[src/hdl/pump_img_pkg.sv]
package pump_img_pkg;
  // image sizes in bytes
  localparam int OUT_BYTES = 5;
  localparam int IN_BYTES  = 12;

  // mode field codes (status byte 1 bits 2..0, command byte 1 bits 2..0)
  localparam logic [2:0] MODE_NONE   = 3'h0;
  localparam logic [2:0] MODE_PULSE  = 3'h1;
  localparam logic [2:0] MODE_ANALOG = 3'h2;
  localparam logic [2:0] MODE_BATCH  = 3'h3;
  localparam logic [2:0] MODE_EXT    = 3'h4;

  // command byte 1 layout
  localparam int CB1_MODE_LSB  = 0;
  localparam int CB1_RATIO_LSB = 5;
  localparam int CB1_MEMORY    = 7;

  // legal command byte 1 values
  localparam logic [7:0] CMD_PULSE_NOMEM = 8'h21;
  localparam logic [7:0] CMD_PULSE_MEM   = 8'hA1;
  localparam logic [7:0] CMD_PULSE_TRANS = 8'hC1;
  localparam logic [7:0] CMD_ANALOG      = 8'h02;
  localparam logic [7:0] CMD_BATCH       = 8'h03;
  localparam logic [7:0] CMD_EXT         = 8'h04;
  localparam logic [7:0] CMD_NONE        = 8'h00;

  // command byte 2 whole values and bits
  localparam logic [7:0] CB2_BATCH_START = 8'h0A;
  localparam logic [7:0] CB2_EXT_ON      = 8'h02;
  localparam int CB2_PULSE = 0;
  localparam int CB2_STOP  = 2;
  localparam int CB2_SPEED = 5;
  localparam int CB2_RESET = 7;

  // status byte 1 and 2 bit positions
  localparam int SB1_RATIO_LSB  = 5;
  localparam int SB1_CAL        = 7;
  localparam int SB2_ONLINE     = 0;
  localparam int SB2_STROKE     = 1;
  localparam int SB2_BATCH_DONE = 2;
  localparam int SB2_BUS        = 4;
  localparam int SB2_RESET_ACK  = 5;
  localparam int SB2_ALARM      = 6;
  localparam int SB2_TRIP       = 7;

  // alarm byte layout
  localparam logic [7:0] ALARM_A_USED   = 8'h5F;
  localparam logic [7:0] ALARM_A_FIXED  = 8'h80;
  localparam logic [7:0] TRIP_MASK_A    = 8'h59;
  localparam logic [7:0] TRIP_MASK_B    = 8'h1D;
  localparam int         ALARM_B_OVFL   = 7;

  // speed control floor in percent
  localparam logic [15:0] SPEED_MIN_PCT = 16'h001E;

  // stroke signal length
  localparam int CLK_HZ          = 20_000_000;
  localparam int STROKE_PULSE_MS = 200;
  localparam int STROKE_PULSE_CYC = STROKE_PULSE_MS * (CLK_HZ / 1000);

  // controller register map and exchange period
  localparam logic [7:0] REG_OUT_BASE = 8'h00;
  localparam logic [7:0] REG_PULSE    = 8'h08;
  localparam logic [7:0] REG_IN_BASE  = 8'h10;
  localparam logic [7:0] REG_STATUS   = 8'h20;
  localparam logic [7:0] EXCH_CYC     = 8'h10;
  localparam int STAT_FRESH = 0;
  localparam int STAT_PEND  = 1;
  localparam int STAT_ERR   = 2;
endpackage
[src/hdl/pump_img_if.sv]
`timescale 1ns/1ps
interface pump_img_if;
  logic [pump_img_pkg::OUT_BYTES-1:0][7:0] outByte;  // master image, index 0 is byte 1
  logic                                    outValid; // one-cycle exchange strobe
  logic [pump_img_pkg::IN_BYTES-1:0][7:0]  inByte;   // device image, index 0 is byte 1
  logic                                    inValid;  // one cycle after outValid

  modport device (input outByte, input outValid, output inByte, output inValid);
  modport master (output outByte, output outValid, input inByte, input inValid);
endinterface

[src/hdl/pulse_stretch.sv]
`timescale 1ns/1ps
// retriggerable one-shot: busy for CYC cycles after the last trigger
module pulse_stretch #(
  parameter int CYC = 4
) (
  input  wire logic mclk,
  input  wire logic rst_b,
  input  wire logic ce,
  input  wire logic trig,
  output logic      busy
);
  localparam int W = $clog2(CYC + 1);
  localparam logic [W-1:0] LOAD = W'(CYC);

  logic [W-1:0] cnt_q;  // cycles left

  // reload on trigger, otherwise count down to zero
  always_ff @(posedge mclk) begin
    if (!rst_b) begin
      cnt_q <= '0;
    end else if (ce) begin
      if (trig) begin
        cnt_q <= LOAD;
      end else if (cnt_q != '0) begin
        cnt_q <= cnt_q - W'(1);
      end
    end
  end

  assign busy = (cnt_q != '0);
endmodule // pulse_stretch

[src/hdl/pump_img_device.sv]
//Function
// - present full twelve-byte status image each exchange
// - byte 1 bits 2..0 report dosing mode
// - byte 1 ratio bits, calibrated bit, reserved zero
// - byte 2 bit 0 pump online
// - byte 2 bit 1 high 200 ms per stroke
// - batch finished sticky until next batch start
// - byte 2 bit 4 bus versus manual mode
// - byte 2 bit 5 echoes master reset bit
// - byte 2 bit 6 ORs all alarms
// - byte 2 bit 7 ORs switch-off trips only
// - bytes 3-4 value chosen by mode, calibration
// - byte 7 decimal power zero to three
// - alarm byte 5 layout, bit 7 one
// - alarm byte 6 layout incl pulse overflow
// - bytes 9-10 stroke or volume counter, byte 8 power
// - master selects pulse mode with 21h, A1h, C1h
// - pulse factor strokes per input pulse
// - pulse only on rising command bit 0
// - analog mode 2h, bytes 3-4 frequency or flow
// - analog stop while command bit 2 set
// - speed control bit, 30 percent floor
// - batch setup 3h, start with Ah
// - external mode 4h, run while byte 2 is 2h
//
// The implementer's own choices: the address-and-strobe port and the placing of the registers.
`timescale 1ns/1ps
module pump_img_device #(
  parameter int STROKE_CYC = pump_img_pkg::STROKE_PULSE_CYC
) (
  input  wire logic        mclk,
  input  wire logic        rst_b,
  input  wire logic        ce,
  pump_img_if.device       bus,
  input  wire logic        online,
  input  wire logic        busMode,
  input  wire logic        calibrated,
  input  wire logic        flowMeter,
  input  wire logic        strokeDone,
  input  wire logic        batchComplete,
  input  wire logic [7:0]  alarmA,
  input  wire logic [6:0]  alarmB,
  input  wire logic [15:0] strokeFreq,
  input  wire logic [15:0] flowDesired,
  input  wire logic [15:0] flowActual,
  input  wire logic [15:0] remStrokes,
  input  wire logic [15:0] remLitres,
  input  wire logic [15:0] strokeCount,
  input  wire logic [15:0] volumeCount,
  input  wire logic [1:0]  flowPower,
  input  wire logic [1:0]  cntPower,
  output logic [2:0]       modeSel,
  output logic             runEnable,
  output logic             strokeReq,
  output logic             batchStart,
  output logic [15:0]      batchSize,
  output logic [15:0]      setpoint,
  output logic [15:0]      driveSpeed,
  output logic             singleStroke
);
  logic [pump_img_pkg::OUT_BYTES-1:0][7:0] ob_q;     // last accepted master image
  logic [pump_img_pkg::IN_BYTES-1:0][7:0]  img_d;    // image being assembled
  logic [pump_img_pkg::IN_BYTES-1:0][7:0]  img_q;    // image shown to the master
  logic                                    inVal_q;  // answer strobe
  logic [15:0]                             pend_q;   // strokes still owed
  logic                                    ovfl_q;   // pulse memory overflow
  logic                                    done_q;   // batch finished
  logic                                    active_q; // batch running
  logic                                    strokeSig;
  logic [15:0]                             factor;
  logic [16:0]                             sum;
  logic [15:0]                             dosVal;
  logic [15:0]                             freqReq;
  logic                                    pulseEdge;
  logic                                    startEdge;
  logic                                    memOn;
  logic                                    trip;
  logic                                    anyAlarm;
  logic [7:0]                              alarmByteA;
  logic [7:0]                              alarmByteB;

  // decode of the accepted command image
  assign modeSel = ob_q[0][pump_img_pkg::CB1_MODE_LSB +: 3];
  assign memOn   = ob_q[0][pump_img_pkg::CB1_MEMORY];
  assign factor  = {ob_q[2], ob_q[3]};
  assign setpoint = factor;

  // edges are judged between consecutive exchanges, not cycles
  assign pulseEdge = bus.outValid && (bus.outByte[0][2:0] == pump_img_pkg::MODE_PULSE)
                   && bus.outByte[1][pump_img_pkg::CB2_PULSE]
                   && !ob_q[1][pump_img_pkg::CB2_PULSE];
  assign startEdge = bus.outValid && (bus.outByte[0][2:0] == pump_img_pkg::MODE_BATCH)
                   && (bus.outByte[1] == pump_img_pkg::CB2_BATCH_START)
                   && (ob_q[1] != pump_img_pkg::CB2_BATCH_START);

  // capture the master image on each exchange
  always_ff @(posedge mclk) begin
    if (!rst_b) begin
      ob_q <= '0;
    end else if (ce && bus.outValid) begin
      ob_q <= bus.outByte;
    end
  end

  // pending stroke count; a stroke done and a new pulse may coincide
  assign sum = {1'b0, pend_q} + {1'b0, factor} - {16'h0000, strokeDone && pend_q != 16'h0000};
  always_ff @(posedge mclk) begin
    if (!rst_b) begin
      pend_q <= '0;
    end else if (ce) begin
      if (modeSel != pump_img_pkg::MODE_PULSE) begin
        pend_q <= '0;
      end else if (pulseEdge && (memOn || pend_q == 16'h0000)) begin
        // memory off: a pulse during strokes is dropped
        pend_q <= sum[16] ? 16'hFFFF : sum[15:0];
      end else if (strokeDone && pend_q != 16'h0000) begin
        pend_q <= pend_q - 16'h0001;
      end
    end
  end

  // overflow flag, set wins over the master's reset request
  always_ff @(posedge mclk) begin
    if (!rst_b) begin
      ovfl_q <= 1'b0;
    end else if (ce) begin
      if (pulseEdge && memOn && sum[16]) begin
        ovfl_q <= 1'b1;
      end else if (ob_q[1][pump_img_pkg::CB2_RESET]) begin
        ovfl_q <= 1'b0;
      end
    end
  end

  // batch state: finished flag is sticky until a new start
  always_ff @(posedge mclk) begin
    if (!rst_b) begin
      done_q   <= 1'b0;
      active_q <= 1'b0;
    end else if (ce) begin
      if (batchComplete) begin
        done_q   <= 1'b1;
        active_q <= 1'b0;
      end else if (startEdge) begin
        done_q   <= 1'b0;
        active_q <= 1'b1;
      end else if (modeSel != pump_img_pkg::MODE_BATCH) begin
        active_q <= 1'b0;
      end
    end
  end

  assign batchStart = ce && startEdge && !batchComplete;
  assign batchSize  = factor;
  assign strokeReq  = busMode && (pend_q != 16'h0000);

  // run gate per mode
  always_comb begin
    runEnable = 1'b0;
    freqReq   = factor;
    case (modeSel)
      pump_img_pkg::MODE_PULSE:  runEnable = 1'b1;
      pump_img_pkg::MODE_ANALOG: runEnable = !ob_q[1][pump_img_pkg::CB2_STOP];
      pump_img_pkg::MODE_BATCH: begin
        runEnable = active_q;
        freqReq   = {8'h00, ob_q[4]};
      end
      pump_img_pkg::MODE_EXT: runEnable = (ob_q[1] == pump_img_pkg::CB2_EXT_ON);
      default: runEnable = 1'b0;
    endcase
    runEnable = runEnable && busMode;
  end

  // speed control below the floor falls back to single strokes at the floor
  always_comb begin
    driveSpeed   = freqReq;
    singleStroke = 1'b1;
    if (ob_q[1][pump_img_pkg::CB2_SPEED]) begin
      if (freqReq < pump_img_pkg::SPEED_MIN_PCT) begin
        driveSpeed = pump_img_pkg::SPEED_MIN_PCT;
      end else begin
        singleStroke = 1'b0;
      end
    end
  end

  // stroke signal stretched so a slow master still sees it
  pulse_stretch #(.CYC(STROKE_CYC)) i_pulse_stretch (
    .mclk  (mclk),
    .rst_b (rst_b),
    .ce    (ce),
    .trig  (strokeDone),
    .busy  (strokeSig)
  );

  // alarm bytes; unused positions forced to zero, except byte 5 bit 7, which is fixed at one
  assign alarmByteA = (alarmA & pump_img_pkg::ALARM_A_USED)
                    | pump_img_pkg::ALARM_A_FIXED;
  assign alarmByteB = {ovfl_q, alarmB};
  assign anyAlarm   = |(alarmByteA & pump_img_pkg::ALARM_A_USED) || |alarmByteB;
  assign trip       = |(alarmByteA & pump_img_pkg::TRIP_MASK_A)
                   || |(alarmByteB & pump_img_pkg::TRIP_MASK_B);

  // dosing value by mode and calibration
  always_comb begin
    case (modeSel)
      pump_img_pkg::MODE_PULSE:  dosVal = factor;
      pump_img_pkg::MODE_ANALOG:
        dosVal = !calibrated ? strokeFreq : (flowMeter ? flowActual : flowDesired);
      pump_img_pkg::MODE_BATCH:  dosVal = calibrated ? remLitres : remStrokes;
      pump_img_pkg::MODE_EXT:    dosVal = strokeFreq;
      default:                   dosVal = 16'h0000;
    endcase
  end

  // image assembly; anything not written stays zero
  always_comb begin
    img_d = '0;
    img_d[0][2:0] = modeSel;
    img_d[0][pump_img_pkg::SB1_RATIO_LSB +: 2] =
      ob_q[0][pump_img_pkg::CB1_RATIO_LSB +: 2];
    img_d[0][pump_img_pkg::SB1_CAL] = calibrated;
    img_d[1][pump_img_pkg::SB2_ONLINE]     = online;
    img_d[1][pump_img_pkg::SB2_STROKE]     = strokeSig;
    img_d[1][pump_img_pkg::SB2_BATCH_DONE] = done_q;
    img_d[1][pump_img_pkg::SB2_BUS]        = busMode;
    img_d[1][pump_img_pkg::SB2_RESET_ACK]  =
      bus.outByte[1][pump_img_pkg::CB2_RESET];
    img_d[1][pump_img_pkg::SB2_ALARM]      = anyAlarm;
    img_d[1][pump_img_pkg::SB2_TRIP]       = trip;
    img_d[2] = dosVal[15:8];
    img_d[3] = dosVal[7:0];
    img_d[4] = alarmByteA;
    img_d[5] = alarmByteB;
    img_d[6] = {6'h00, flowPower};
    img_d[7] = {6'h00, cntPower};
    img_d[8] = calibrated ? volumeCount[15:8] : strokeCount[15:8];
    img_d[9] = calibrated ? volumeCount[7:0] : strokeCount[7:0];
  end

  // whole image latched per exchange and answered next cycle;
  // the answer strobe freezes with ce so a held exchange is still answered
  always_ff @(posedge mclk) begin
    if (!rst_b) begin
      img_q   <= '0;
      inVal_q <= 1'b0;
    end else if (ce) begin
      inVal_q <= bus.outValid;
      if (bus.outValid) begin
        img_q <= img_d;
      end
    end
  end

  assign bus.inByte  = img_q;
  assign bus.inValid = inVal_q;
endmodule // pump_img_device

[src/flat_wrapper.sv]
// flat-port wrapper written by rule: the top's interface ports become plain ports
module pump_img_device_flat 
#(
  parameter int STROKE_CYC = pump_img_pkg::STROKE_PULSE_CYC
)
  (mclk, rst_b, ce, online, busMode, calibrated, flowMeter, strokeDone, batchComplete, alarmA, alarmB, strokeFreq, flowDesired, flowActual, remStrokes, remLitres, strokeCount, volumeCount, flowPower, cntPower, modeSel, runEnable, strokeReq, batchStart, batchSize, setpoint, driveSpeed, singleStroke, bus_outByte, bus_outValid, bus_inByte, bus_inValid);
  pump_img_if bus_i ();
  input  wire logic mclk;
  input  wire logic rst_b;
  input  wire logic ce;
  input  wire logic online;
  input  wire logic busMode;
  input  wire logic calibrated;
  input  wire logic flowMeter;
  input  wire logic strokeDone;
  input  wire logic batchComplete;
  input  wire logic [7:0] alarmA;
  input  wire logic [6:0] alarmB;
  input  wire logic [15:0] strokeFreq;
  input  wire logic [15:0] flowDesired;
  input  wire logic [15:0] flowActual;
  input  wire logic [15:0] remStrokes;
  input  wire logic [15:0] remLitres;
  input  wire logic [15:0] strokeCount;
  input  wire logic [15:0] volumeCount;
  input  wire logic [1:0] flowPower;
  input  wire logic [1:0] cntPower;
  output logic [2:0] modeSel;
  output logic runEnable;
  output logic strokeReq;
  output logic batchStart;
  output logic [15:0] batchSize;
  output logic [15:0] setpoint;
  output logic [15:0] driveSpeed;
  output logic singleStroke;
  input wire logic [$bits(bus_i.outByte)-1:0] bus_outByte;
  input wire logic [$bits(bus_i.outValid)-1:0] bus_outValid;
  output wire logic [$bits(bus_i.inByte)-1:0] bus_inByte;
  output wire logic [$bits(bus_i.inValid)-1:0] bus_inValid;
  assign bus_i.outByte = bus_outByte;
  assign bus_i.outValid = bus_outValid;
  assign bus_inByte = bus_i.inByte;
  assign bus_inValid = bus_i.inValid;
  pump_img_device #(.STROKE_CYC(STROKE_CYC)) u_core (.mclk(mclk), .rst_b(rst_b), .ce(ce), .bus(bus_i), .online(online), .busMode(busMode), .calibrated(calibrated), .flowMeter(flowMeter), .strokeDone(strokeDone), .batchComplete(batchComplete), .alarmA(alarmA), .alarmB(alarmB), .strokeFreq(strokeFreq), .flowDesired(flowDesired), .flowActual(flowActual), .remStrokes(remStrokes), .remLitres(remLitres), .strokeCount(strokeCount), .volumeCount(volumeCount), .flowPower(flowPower), .cntPower(cntPower), .modeSel(modeSel), .runEnable(runEnable), .strokeReq(strokeReq), .batchStart(batchStart), .batchSize(batchSize), .setpoint(setpoint), .driveSpeed(driveSpeed), .singleStroke(singleStroke));
endmodule
[config.mk]
export PLATFORM = sky130hd
export DESIGN_NAME = pump_img_device_flat
export DESIGN_NICKNAME = d
export VERILOG_FILES = /design/src/hdl/pump_img_pkg.sv /design/src/hdl/pump_img_if.sv /design/src/hdl/pulse_stretch.sv /design/src/hdl/pump_img_device.sv /design/src/flat_wrapper.sv
export SDC_FILE = /design/constraint.sdc
export NUM_CORES = 1
export LEC_CHECK = 0
export ABC_AREA = 1
export BUFFER_PORTS_ARGS = -buffer_cell sky130_fd_sc_hd__clkbuf_2
export CORE_AREA = 8 8 135 162
export DETAILED_ROUTE_END_ITERATION = 16
export DIE_AREA = 0 0 143 170
export PLACE_DENSITY = 0.81
export SYNTH_ARGS = -nofsm -noshare
export SYNTH_HDL_FRONTEND = slang
export SYNTH_SLANG_ARGS = --single-unit
[constraint.sdc]
create_clock -name mclk -period 4.3 [get_ports mclk]
set_clock_uncertainty 0.15 [all_clocks]
set_input_delay 0.86 -clock mclk [delete_from_list [all_inputs] [get_ports mclk]]
set_output_delay 0.86 -clock mclk [all_outputs]
set_load 0.01 [all_outputs]
==> results of run 1 <==
-- per-layer routing --
| layer | GRT usage, % | routed length [um] |
|---|---|---|
| met5 | 0 | 0 |
| met2 | 44.6 | 16200 |
| met3 | 7.43 | 2980 |
| met1 | 31.0 | 13200 |
| met4 | 11.1 | 1100 |
-- final timing paths --
path	startpoint	to	slack, ns	depth (start not counted)
max	u_core.modeSel[1]	driveSpeed[0]	0.69	9
min	u_core.ob_q[12]	u_core.ob_q[12]	0.31	2
max reg2reg	u_core.pend_q[12]	u_core.pend_q[10]	0.73	23
min reg2reg	u_core.ob_q[12]	u_core.ob_q[12]	0.31	2
-- kinds of logic after synthesis --
kind of cell,count (synthesis),share of synthesized area (%)
and+or+nand+nor,821,35.0
adders and majority gates,36,4.69
xor gates and xnor gates,20,1.79
DFF,143,29.3
buffers and inverters,325,16.0
other,1,0.0384
AOI/OAI and AO/OA,238,13.2
-- tightest hold or removal path: stages (launching register included) --
cell     delay [ns]
dfxtp_1        0.30
inv_1          0.06
a21oi_1        0.05
-- flip-flops by register name, indices dropped and copies added, names as in the netlist --
signal                        count
u_core.bus.inValid                1
u_core.modeSel                    3
u_core.ob_q                      15
u_core.active_q                   1
u_core.img_d                      2
u_core.bus.inByte                64
u_core.done_q                     1
u_core.pend_q                    16
u_core.i_pulse_stretch.cnt_q     22
u_core.memOn                      1
u_core.batchSize                 16
u_core.ovfl_q                     1
-- cells in the final DEF (no fill, tap or decap), types with 5 or more instances in the layout --
master and count:
nand2_1 422, clkbuf_2 296, nor2_1 259, inv_1 183, dfxtp_1 143, o21ai_0 129
a21oi_1 74, nand3_1 64, ha_1 35, conb_1 32, nand4_1 26, o211ai_1 17
xor2_1 17, clkbuf_16 17, nor3_1 11, a21oi_2 10, buf_4 10, nand2_2 7
inv_6 6, or2_2 5
-- layout make-up --
class                      instances  area [um^2]
clock inverter                    15          211
inverter                         189          711
fill                            1876         7700
timing repair buffer             306         1560
clock buffer                      17          425
tap                              261          327
sequential                       143         2860
multi-input combinational       1147         5470
-- power breakdown --
| part | internal (mW) | switching (mW) | leakage, nW |
|---|---|---|---|
| Clock | 0.898 | 0.699 | 0.311 |
| Combinational | 0.454 | 0.803 | 4.67 |
| Sequential | 1.41 | 0.0802 | 1.18 |
-- per-stage QoR --
stage | area [um^2] | util, % | setup slack (ns)
2_1_floorplan | 9890 | - | 1.05
3_3_place_gp | 10900 | 56.7 | 0.679
6_report | 11600 | 60.0 | 0.687
5_1_grt | 11600 | 60.0 | 0.421
4_1_cts | 11600 | 60.0 | 0.673
3_5_place_dp | 10900 | 56.7 | 0.637
==> reports/metrics.yaml, run 1 <==
path_delay_family: "simple AND/OR/NAND/NOR gates"
synthTopCellsByArea: "dfxtp_1, nand2_1, nor2_1"
grt_start_max_net_pins: 101
postSynthAreaPerCell_um2: 6.17
synth.top_cell.area_share_pct: 29.3
grt_pass1_vias: 10000
yosysWarnings: 0
synth_ff_type: "dfxtp_1"
worstSetupEndpointType: "output port"
core_mm2: 0.0193
nets: 2021
max_cap_violations: 0
cp_max_fo: 14
die_area_mm2: 0.0243
slowest_stage: "dfxtp_1"
syn_area_mm2: 0.00977
cts_resized: 0
cts_hold_buf: 0
drt_wl_total_um: 33500
drt-initial-drc-count: 835
finalHoldViolations: 0
critPathRequiredTime_ns: 3.29
grt_use_total_pct: 26.5
relSlewSlack_pct: 11.3
ctsLongestPathBuffers: 2
ys_top_cells_by_count: "nand2_1, nor2_1, inv_1, dfxtp_1, o21ai_0"
firstDrtPassIters: 5
critPathLaunchType: "register"
grt_pass1_wl_um: 51200
placed_cells: 2046
timing.critical_path.mode_cell: "inv_1"
portBuffers: 296
ant_nets: 0
cts-buffers-inserted: 17
tns_ns: 0
hold_class: "register to register"
rsz0062_at_grt: "no"
ys_async_sr_fraction_pct: 0
status: "complete, no violations"
insertion_delay_ns: 0.43
p_per_area_mw_per_mm2: 376
finalNonFillerCells: 2078
grt_antenna_before_repair: 0
finalPower_mw: 4.35
finalCritPeriodShare_pct: 84.0
crit_chain: "inv_1, nor2_4, inv_2, o21ai_0, inv_1, nor3_2, nand4_2, a21boi_1, clkbuf_2"
dp_hpwl_um: 25800
crit_buf_inv: 4
synth_top_cell_by_area: "dfxtp_1"
synth-edff-count: 0
antenna_cells: 0
die_h_um: 170
cts_setup_buffers: 0
synth_cells: 1584
overflow: 0
yosysMostFrequentCell: "nand2_1"
wire_per_inst_um: 16.1
yosysSeqAreaShare_pct: 29.3
clk_pin_slew_ns: 0.07
initial_core_util_pct: 50.7
critPathKind: "register to output port"
cp.arrival_ns: 2.60
rows: 56
holdWs_ns: 0.309
drc: 0
routabilityCongestion: 0.934
viasPerCell: 5.21
die_w_um: 143
worst_pin_slew_ns: 1.32
tritoncts: "yes"
cts.sinks: 143
p_leak_nw: 6.16
finalMaxSlewViolations: 0
cts_root_buffer: "clkbuf_16"
cpPeakStageDelay_ns: 0.46
area_delta_synth_final_pct: 18.3
drive_gt1_share_pct: 21.1
synth_cell_types: 45
fmax_mhz: 277
io_pins: 333
htreeDepth: 4
finalSetupViolCount: 0
peakVddDrop_mv: 0.321
vias: 10800
ys_seq_elements: 143
min_period_ns: 3.61
Note: power is estimated with default switching activity, not from simulation.
==> inputs of run 2 (changes only) <==
==> constraint.sdc (replaced) <==
create_clock -name mclk -period 3.8 [get_ports mclk]
set_clock_uncertainty 0.15 [all_clocks]
set_input_delay 0.76 -clock mclk [delete_from_list [all_inputs] [get_ports mclk]]
set_output_delay 0.76 -clock mclk [all_outputs]
set_load 0.01 [all_outputs]
==> reports/metrics.yaml, run 2 (synthesis gave the netlist of run 1 again) <==
n_fill_cell: 1896  # +1.1%
finalPower_mw: 4.88  # +12%
antenna_cells: 0  # unchanged
tns_ns: 0  # unchanged
cts_hold_buf: 0  # unchanged
die_area_mm2: 0.0243  # unchanged
critPathKind: "register to output port"
max_cap_violations: 0  # unchanged
grt_start_max_net_pins: 101  # unchanged
status: "complete, no violations"
die_h_um: 170  # unchanged
cts.sinks: 143  # unchanged
fmax_mhz: 290
cp_max_fo: 10  # -4
io_pins: 333  # unchanged
insertion_delay_ns: 0.43  # about the same
area_delta_synth_final_pct: 18.4  # about the same
rsz0062_at_grt: "no"
min_period_ns: 3.45
ant_nets: 0  # unchanged
r2r_end: "u_core.pend_q[13]"
relSlewSlack_pct: 15.5  # +4.2 points
htreeDepth: 4  # unchanged
wire_per_inst_um: 16.1  # about the same
hold_class: "register to register"
drt-initial-drc-count: 702  # -16%
worstSetupEndpointType: "output port"
min_from: "u_core.bus.inValid"
finalMaxSlewViolations: 0  # unchanged
grt_antenna_before_repair: 0  # unchanged
die_w_um: 143  # unchanged
initial_core_util_pct: 50.7  # unchanged
holdPathEnd: "u_core.bus.inValid"
worst_pin_slew_ns: 1.26  # -0.0631 ns
rr_worst_depth: 24  # +4.3%
finalCritPeriodShare_pct: 90.8
drc: 0  # unchanged
portBuffers: 296  # unchanged
firstDrtPassIters: 5  # unchanged
finalSetupViolCount: 0  # unchanged
dp_hpwl_um: 26000  # +0.59%
grt_pass1_vias: 10000  # -0.11%
critPathRequiredTime_ns: 2.89  # -0.40 ns
grt_use_total_pct: 27.0  # +0.47 points
final_common_cell: "nand2_1"
drive_gt1_share_pct: 21.3  # +0.17 points
cts_root_buffer: "clkbuf_16"
seq_area_mm2: 0.00286  # unchanged
drt_wl_total_um: 33600  # +0.14%
final_cell_mix: "nand2_1, clkbuf_2, nor2_1, inv_1, dfxtp_1"
viasPerCell: 5.13  # -1.4%
core_mm2: 0.0193  # unchanged
r2r_slack_ns: 0.41  # -0.32 ns
vias: 10700  # -1.3%
multi_input_area_mm2: 0.00548  # about the same
largest_reg_flops: 64  # unchanged
tritoncts: "yes"
grt_pass1_wl_um: 51800  # +1.0%
critPathLaunchType: "register"
peakVddDrop_mv: 0.351  # +9.5%
reg2reg_from: "u_core.pend_q[0]"
p_leak_nw: 6.17  # +0.19%
overflow: 0  # unchanged
ctsLongestPathBuffers: 2  # unchanged
finalHoldViolations: 0  # unchanged
routabilityCongestion: 0.964  # +3.2%
clk_pin_slew_ns: 0.07  # about the same
cts-buffers-inserted: 17  # unchanged
cp.arrival_ns: 2.54  # -0.06 ns
min_delay_path_depth: 2  # unchanged
p_per_area_mw_per_mm2: 422  # +12%
nets: 2025  # +0.20%
rows: 56  # unchanged
==> run 2: worst max-delay path by stage <==
stage                      start                 to  slack (ns)  cells past startpoint
5_1_grt        u_core.pend_q[12]   u_core.pend_q[5]        0.07                     23
6_report       u_core.modeSel[0]      driveSpeed[0]        0.35                      8
3_3_place_gp          strokeDone  u_core.pend_q[12]        0.40                     20
4_1_cts        u_core.modeSel[0]      driveSpeed[0]        0.15                      9
3_5_place_dp          strokeDone  u_core.pend_q[13]        0.36                     20
2_1_floorplan         strokeDone  u_core.pend_q[13]        0.65                     21
==> run 2: final cells by class <==
class / instances / share of cell area, %
Clock buffer: 17 / 3.68
Clock inverter: 15 / 1.61
Inverter: 189 / 6.14
Multi-Input combinational cell: 1147 / 47.3
Sequential cell: 143 / 24.7
Tap cell: 261 / 2.82
Timing Repair Buffer: 310 / 13.7
==> run 2: what timing repair did <==
| action | CTS | global route |
|---|---|---|
| buffers inserted | 0 | 3 |
| setup endpoints to repair | 0 | 9 |
| endpoints found under the hold margin | 0 | 0 |
| resized for setup | 0 | 1 |
==> run 2: per-stage QoR <==
step	hold slack (ns)	area, um^2	setup WS [ns]	instances	util, %
5_1_grt	0.349	11600	0.0750	2082	60.1
2_1_floorplan	0.273	9890	0.648	1615	-
4_1_cts	0.317	11500	0.154	2079	59.9
3_5_place_dp	0.305	10900	0.356	2047	56.8
6_report	0.319	11600	0.351	2082	60.1
3_3_place_gp	0.292	10900	0.396	2047	56.8
==> run 2: power breakdown <==
| part | switching [mW] | internal [mW] |
|---|---|---|
| clock network | 0.765 | 1.00 |
| logic | 0.908 | 0.517 |
| registers | 0.0907 | 1.60 |
| total | 1.76 | 3.12 |
==> run 2: routing by layer <==
layer | wire length [um] | vias up | GRT usage [%]
li1 | - | 5344 | -
met1 | 13000 | 4839 | 31.4
met2 | 16300 | 430 | 44.8
met3 | 2860 | 73 | 7.32
met4 | 1420 | 0 | 13.4
met5 | 0 | - | 0
==> run 2: critical path, cell delays in order, from the launching register on <==
cell and delay (ns):
dfxtp_1 0.48, nand2_2 0.14, nor2_4 0.22, buf_4 0.24, a41oi_1 0.06, nor2_1 0.37
nand4_2 0.24, a21boi_1 0.20, clkbuf_2 0.14
==> inputs of run 3 (changes only) <==
--- a/config.mk
+++ b/config.mk
@@ -7,10 +7,10 @@
 export LEC_CHECK = 0
 export ABC_AREA = 1
 export BUFFER_PORTS_ARGS = -buffer_cell sky130_fd_sc_hd__clkbuf_2
-export CORE_AREA = 8 8 135 162
+export CORE_AREA = 8 8 144 173
 export DETAILED_ROUTE_END_ITERATION = 16
-export DIE_AREA = 0 0 143 170
-export PLACE_DENSITY = 0.81
+export DIE_AREA = 0 0 152 181
+export PLACE_DENSITY = 0.72
 export SYNTH_ARGS = -nofsm -noshare
 export SYNTH_HDL_FRONTEND = slang
 export SYNTH_SLANG_ARGS = --single-unit
==> reports/metrics.yaml, run 3 (synthesis gave the netlist of run 1 again) <==
cts_root_buffer: "clkbuf_16"
cp.arrival_ns: 2.68  # +0.14 ns
timing.critical_path.mode_cell: "nand2_1"
cpPeakStageDelay_ns: 0.44  # -0.04 ns
pre_cts_ws_ns: 0.381  # +0.0251 ns
drive_gt1_share_pct: 21.2  # -0.087 points
grt_use_total_pct: 24.6  # -2.4 points
p_sw_mw: 1.85  # +4.9%
grt_pass1_wl_um: 55000  # +6.2%
relSlewSlack_pct: 31.2  # +16 points
max_cap_violations: 0  # unchanged
holdWs_ns: 0.322  # +0.00299 ns
cts_resized: 0  # unchanged
rsz0062_at_grt: "no"
pwr-share-clk_pct: 35.9  # -0.3 points
cts-buffers-inserted: 17  # unchanged
fin_area_mm2: 0.0116  # +0.12%
critPathKind: "register to output port"
finalSetupViolCount: 0  # unchanged
cts_hold_buf: 0  # unchanged
area_delta_synth_final_pct: 18.6
nets: 2023  # -0.099%
netSwitchingFraction_pct: 38.0  # +1.9 points
ant_nets: 0  # unchanged
worstSetupEndpointType: "output port"
fmax_mhz: 279  # -3.8%
peakVddDrop_mv: 0.319  # -9.2%
final_cell_mix: "nand2_1, clkbuf_2, nor2_1, inv_1, dfxtp_1"
io_pins: 333  # unchanged
drt_wl_total_um: 34500  # +2.7%
p_leak_nw: 6.16  # -0.24%
largest_reg_flops: 64  # unchanged
overflow: 0  # unchanged
initial_core_util_pct: 44.1  # -6.6 points
clk_pin_slew_ns: 0.07  # about the same
cts_setup_buffers: 0  # unchanged
post-route-util_pct: 52.3  # -7.7 points
ctsLongestPathBuffers: 2  # unchanged
finalHoldViolations: 0  # unchanged
finalCritPeriodShare_pct: 94.4  # +3.6 points
core_mm2: 0.0221  # +15%
slowest_stage: "dfxtp_1"
insertion_delay_ns: 0.44  # about the same
wire_per_inst_um: 16.4  # +1.9%
dpl-instance-area_mm2: 0.0110  # +0.27%
tritoncts: "yes"
sequentialPowerShare_pct: 34.8  # +0.2 points
die_h_um: 181  # +6.5%
status: "complete, no violations"
multi_input_area_mm2: 0.00548  # unchanged
htreeDepth: 4  # unchanged
rr_worst_depth: 23  # -4.2%
vias: 10600  # -1.2%
finalMaxSlewViolations: 0  # unchanged
tns_ns: 0  # unchanged
n_fill_cell: 2306  # +22%
rows: 60  # +7.1%
min_period_ns: 3.59  # +0.137 ns
p_int_mw: 3.01  # -3.4%
seq_area_mm2: 0.00286  # unchanged
min_delay_path_depth: 2  # unchanged
dp_hpwl_um: 26800  # +3.0%
firstDrtPassIters: 5  # unchanged
p_per_area_mw_per_mm2: 420  # -0.54%
hold_class: "register to register"
critPathLaunchType: "register"
portBuffers: 296  # unchanged
viasPerCell: 5.03  # -2.0%
die_w_um: 152  # +6.3%
crit_chain: "inv_1, nor2_4, inv_2, nand2_1, o21ai_0, nor2_1, nand2_1, nand4_2, a21boi_1, clkbuf_2"
die_area_mm2: 0.0275  # +13%
grt_antenna_before_repair: 0  # unchanged
critPathRequiredTime_ns: 2.89  # about the same
cts.sinks: 143  # unchanged
final_common_cell: "nand2_1"
routabilityCongestion: 0.927  # -3.9%
cp_max_fo: 15  # +5
combPwrFrac_pct: 29.4  # +0.2 points
worst_pin_slew_ns: 1.03  # -0.228 ns
drt-initial-drc-count: 594  # -15%
setup_slack_ns: 0.214  # -0.137 ns
grt_start_max_net_pins: 101  # unchanged
grt_pass1_vias: 10400  # +3.6%
drc: 0  # unchanged
[run 3: changes by cell type in the layout (fill, tap and decap cells not counted), sizes merged]
| cell | previous run | this run |
|---|---|---|
| diode | 0 | 1 |
| clkinv | 4 | 9 |
| bufinv | 2 | 0 |
| buf | 14 | 12 |
| inv | 197 | 194 |
[run 3: stage by stage]
stage	power [mW]	cells
after floorplan	2.76	1615
after global placement	3.12	2066
after detailed placement	3.14	2066
after CTS	4.88	2098
after global routing	5.15	2098
final	4.86	2099
[run 3: worst max-delay path, delay by kind of cell, from the launching register on]
| kind | cells | cell delay (ns) |
|---|---|---|
| flip-flops | 1 | 0.44 |
| AND/OR/NAND/NOR | 5 | 0.90 |
| buffers and inverters | 3 | 0.56 |
| AO/OA/AOI/OAI | 2 | 0.35 |
[run 3: power groups by stage]
stage          Combinational (mW)  Clock, mW  Sequential [mW]
4_1_cts                      1.43       1.77             1.69
5_1_grt                      1.63       1.82             1.70
6_report                     1.43       1.74             1.69
2_1_floorplan                1.04          0             1.72
3_3_place_gp                 1.40          0             1.72
3_5_place_dp                 1.41          0             1.72
[run 3: worst paths after layout]
kind / start / endpoint / slack [ns]
hold reg to reg: u_core.done_q / u_core.bus.inByte[10] / 0.32
hold / removal: u_core.done_q / u_core.bus.inByte[10] / 0.32
setup reg to reg: u_core.pend_q[12] / u_core.pend_q[1] / 0.45
setup / recovery: u_core.modeSel[1] / driveSpeed[0] / 0.21
[run 3: layout make-up]
class / instances / area share, %
Multi-Input combinational cell: 1147 / 47.3
Sequential cell: 143 / 24.7
Timing Repair Buffer: 308 / 13.6
Inverter: 189 / 6.13
Clock buffer: 17 / 3.67
Tap cell: 279 / 3.01
Clock inverter: 15 / 1.64
Antenna cell: 1 / 0.0216
[run 3: metal layers]
metal / share of wire, % / track usage [%]
met1: 41 / 28.0
met2: 49 / 43.2
met3: 7.0 / 6.42
met4: 3.3 / 9.73
met5: 0 / 0
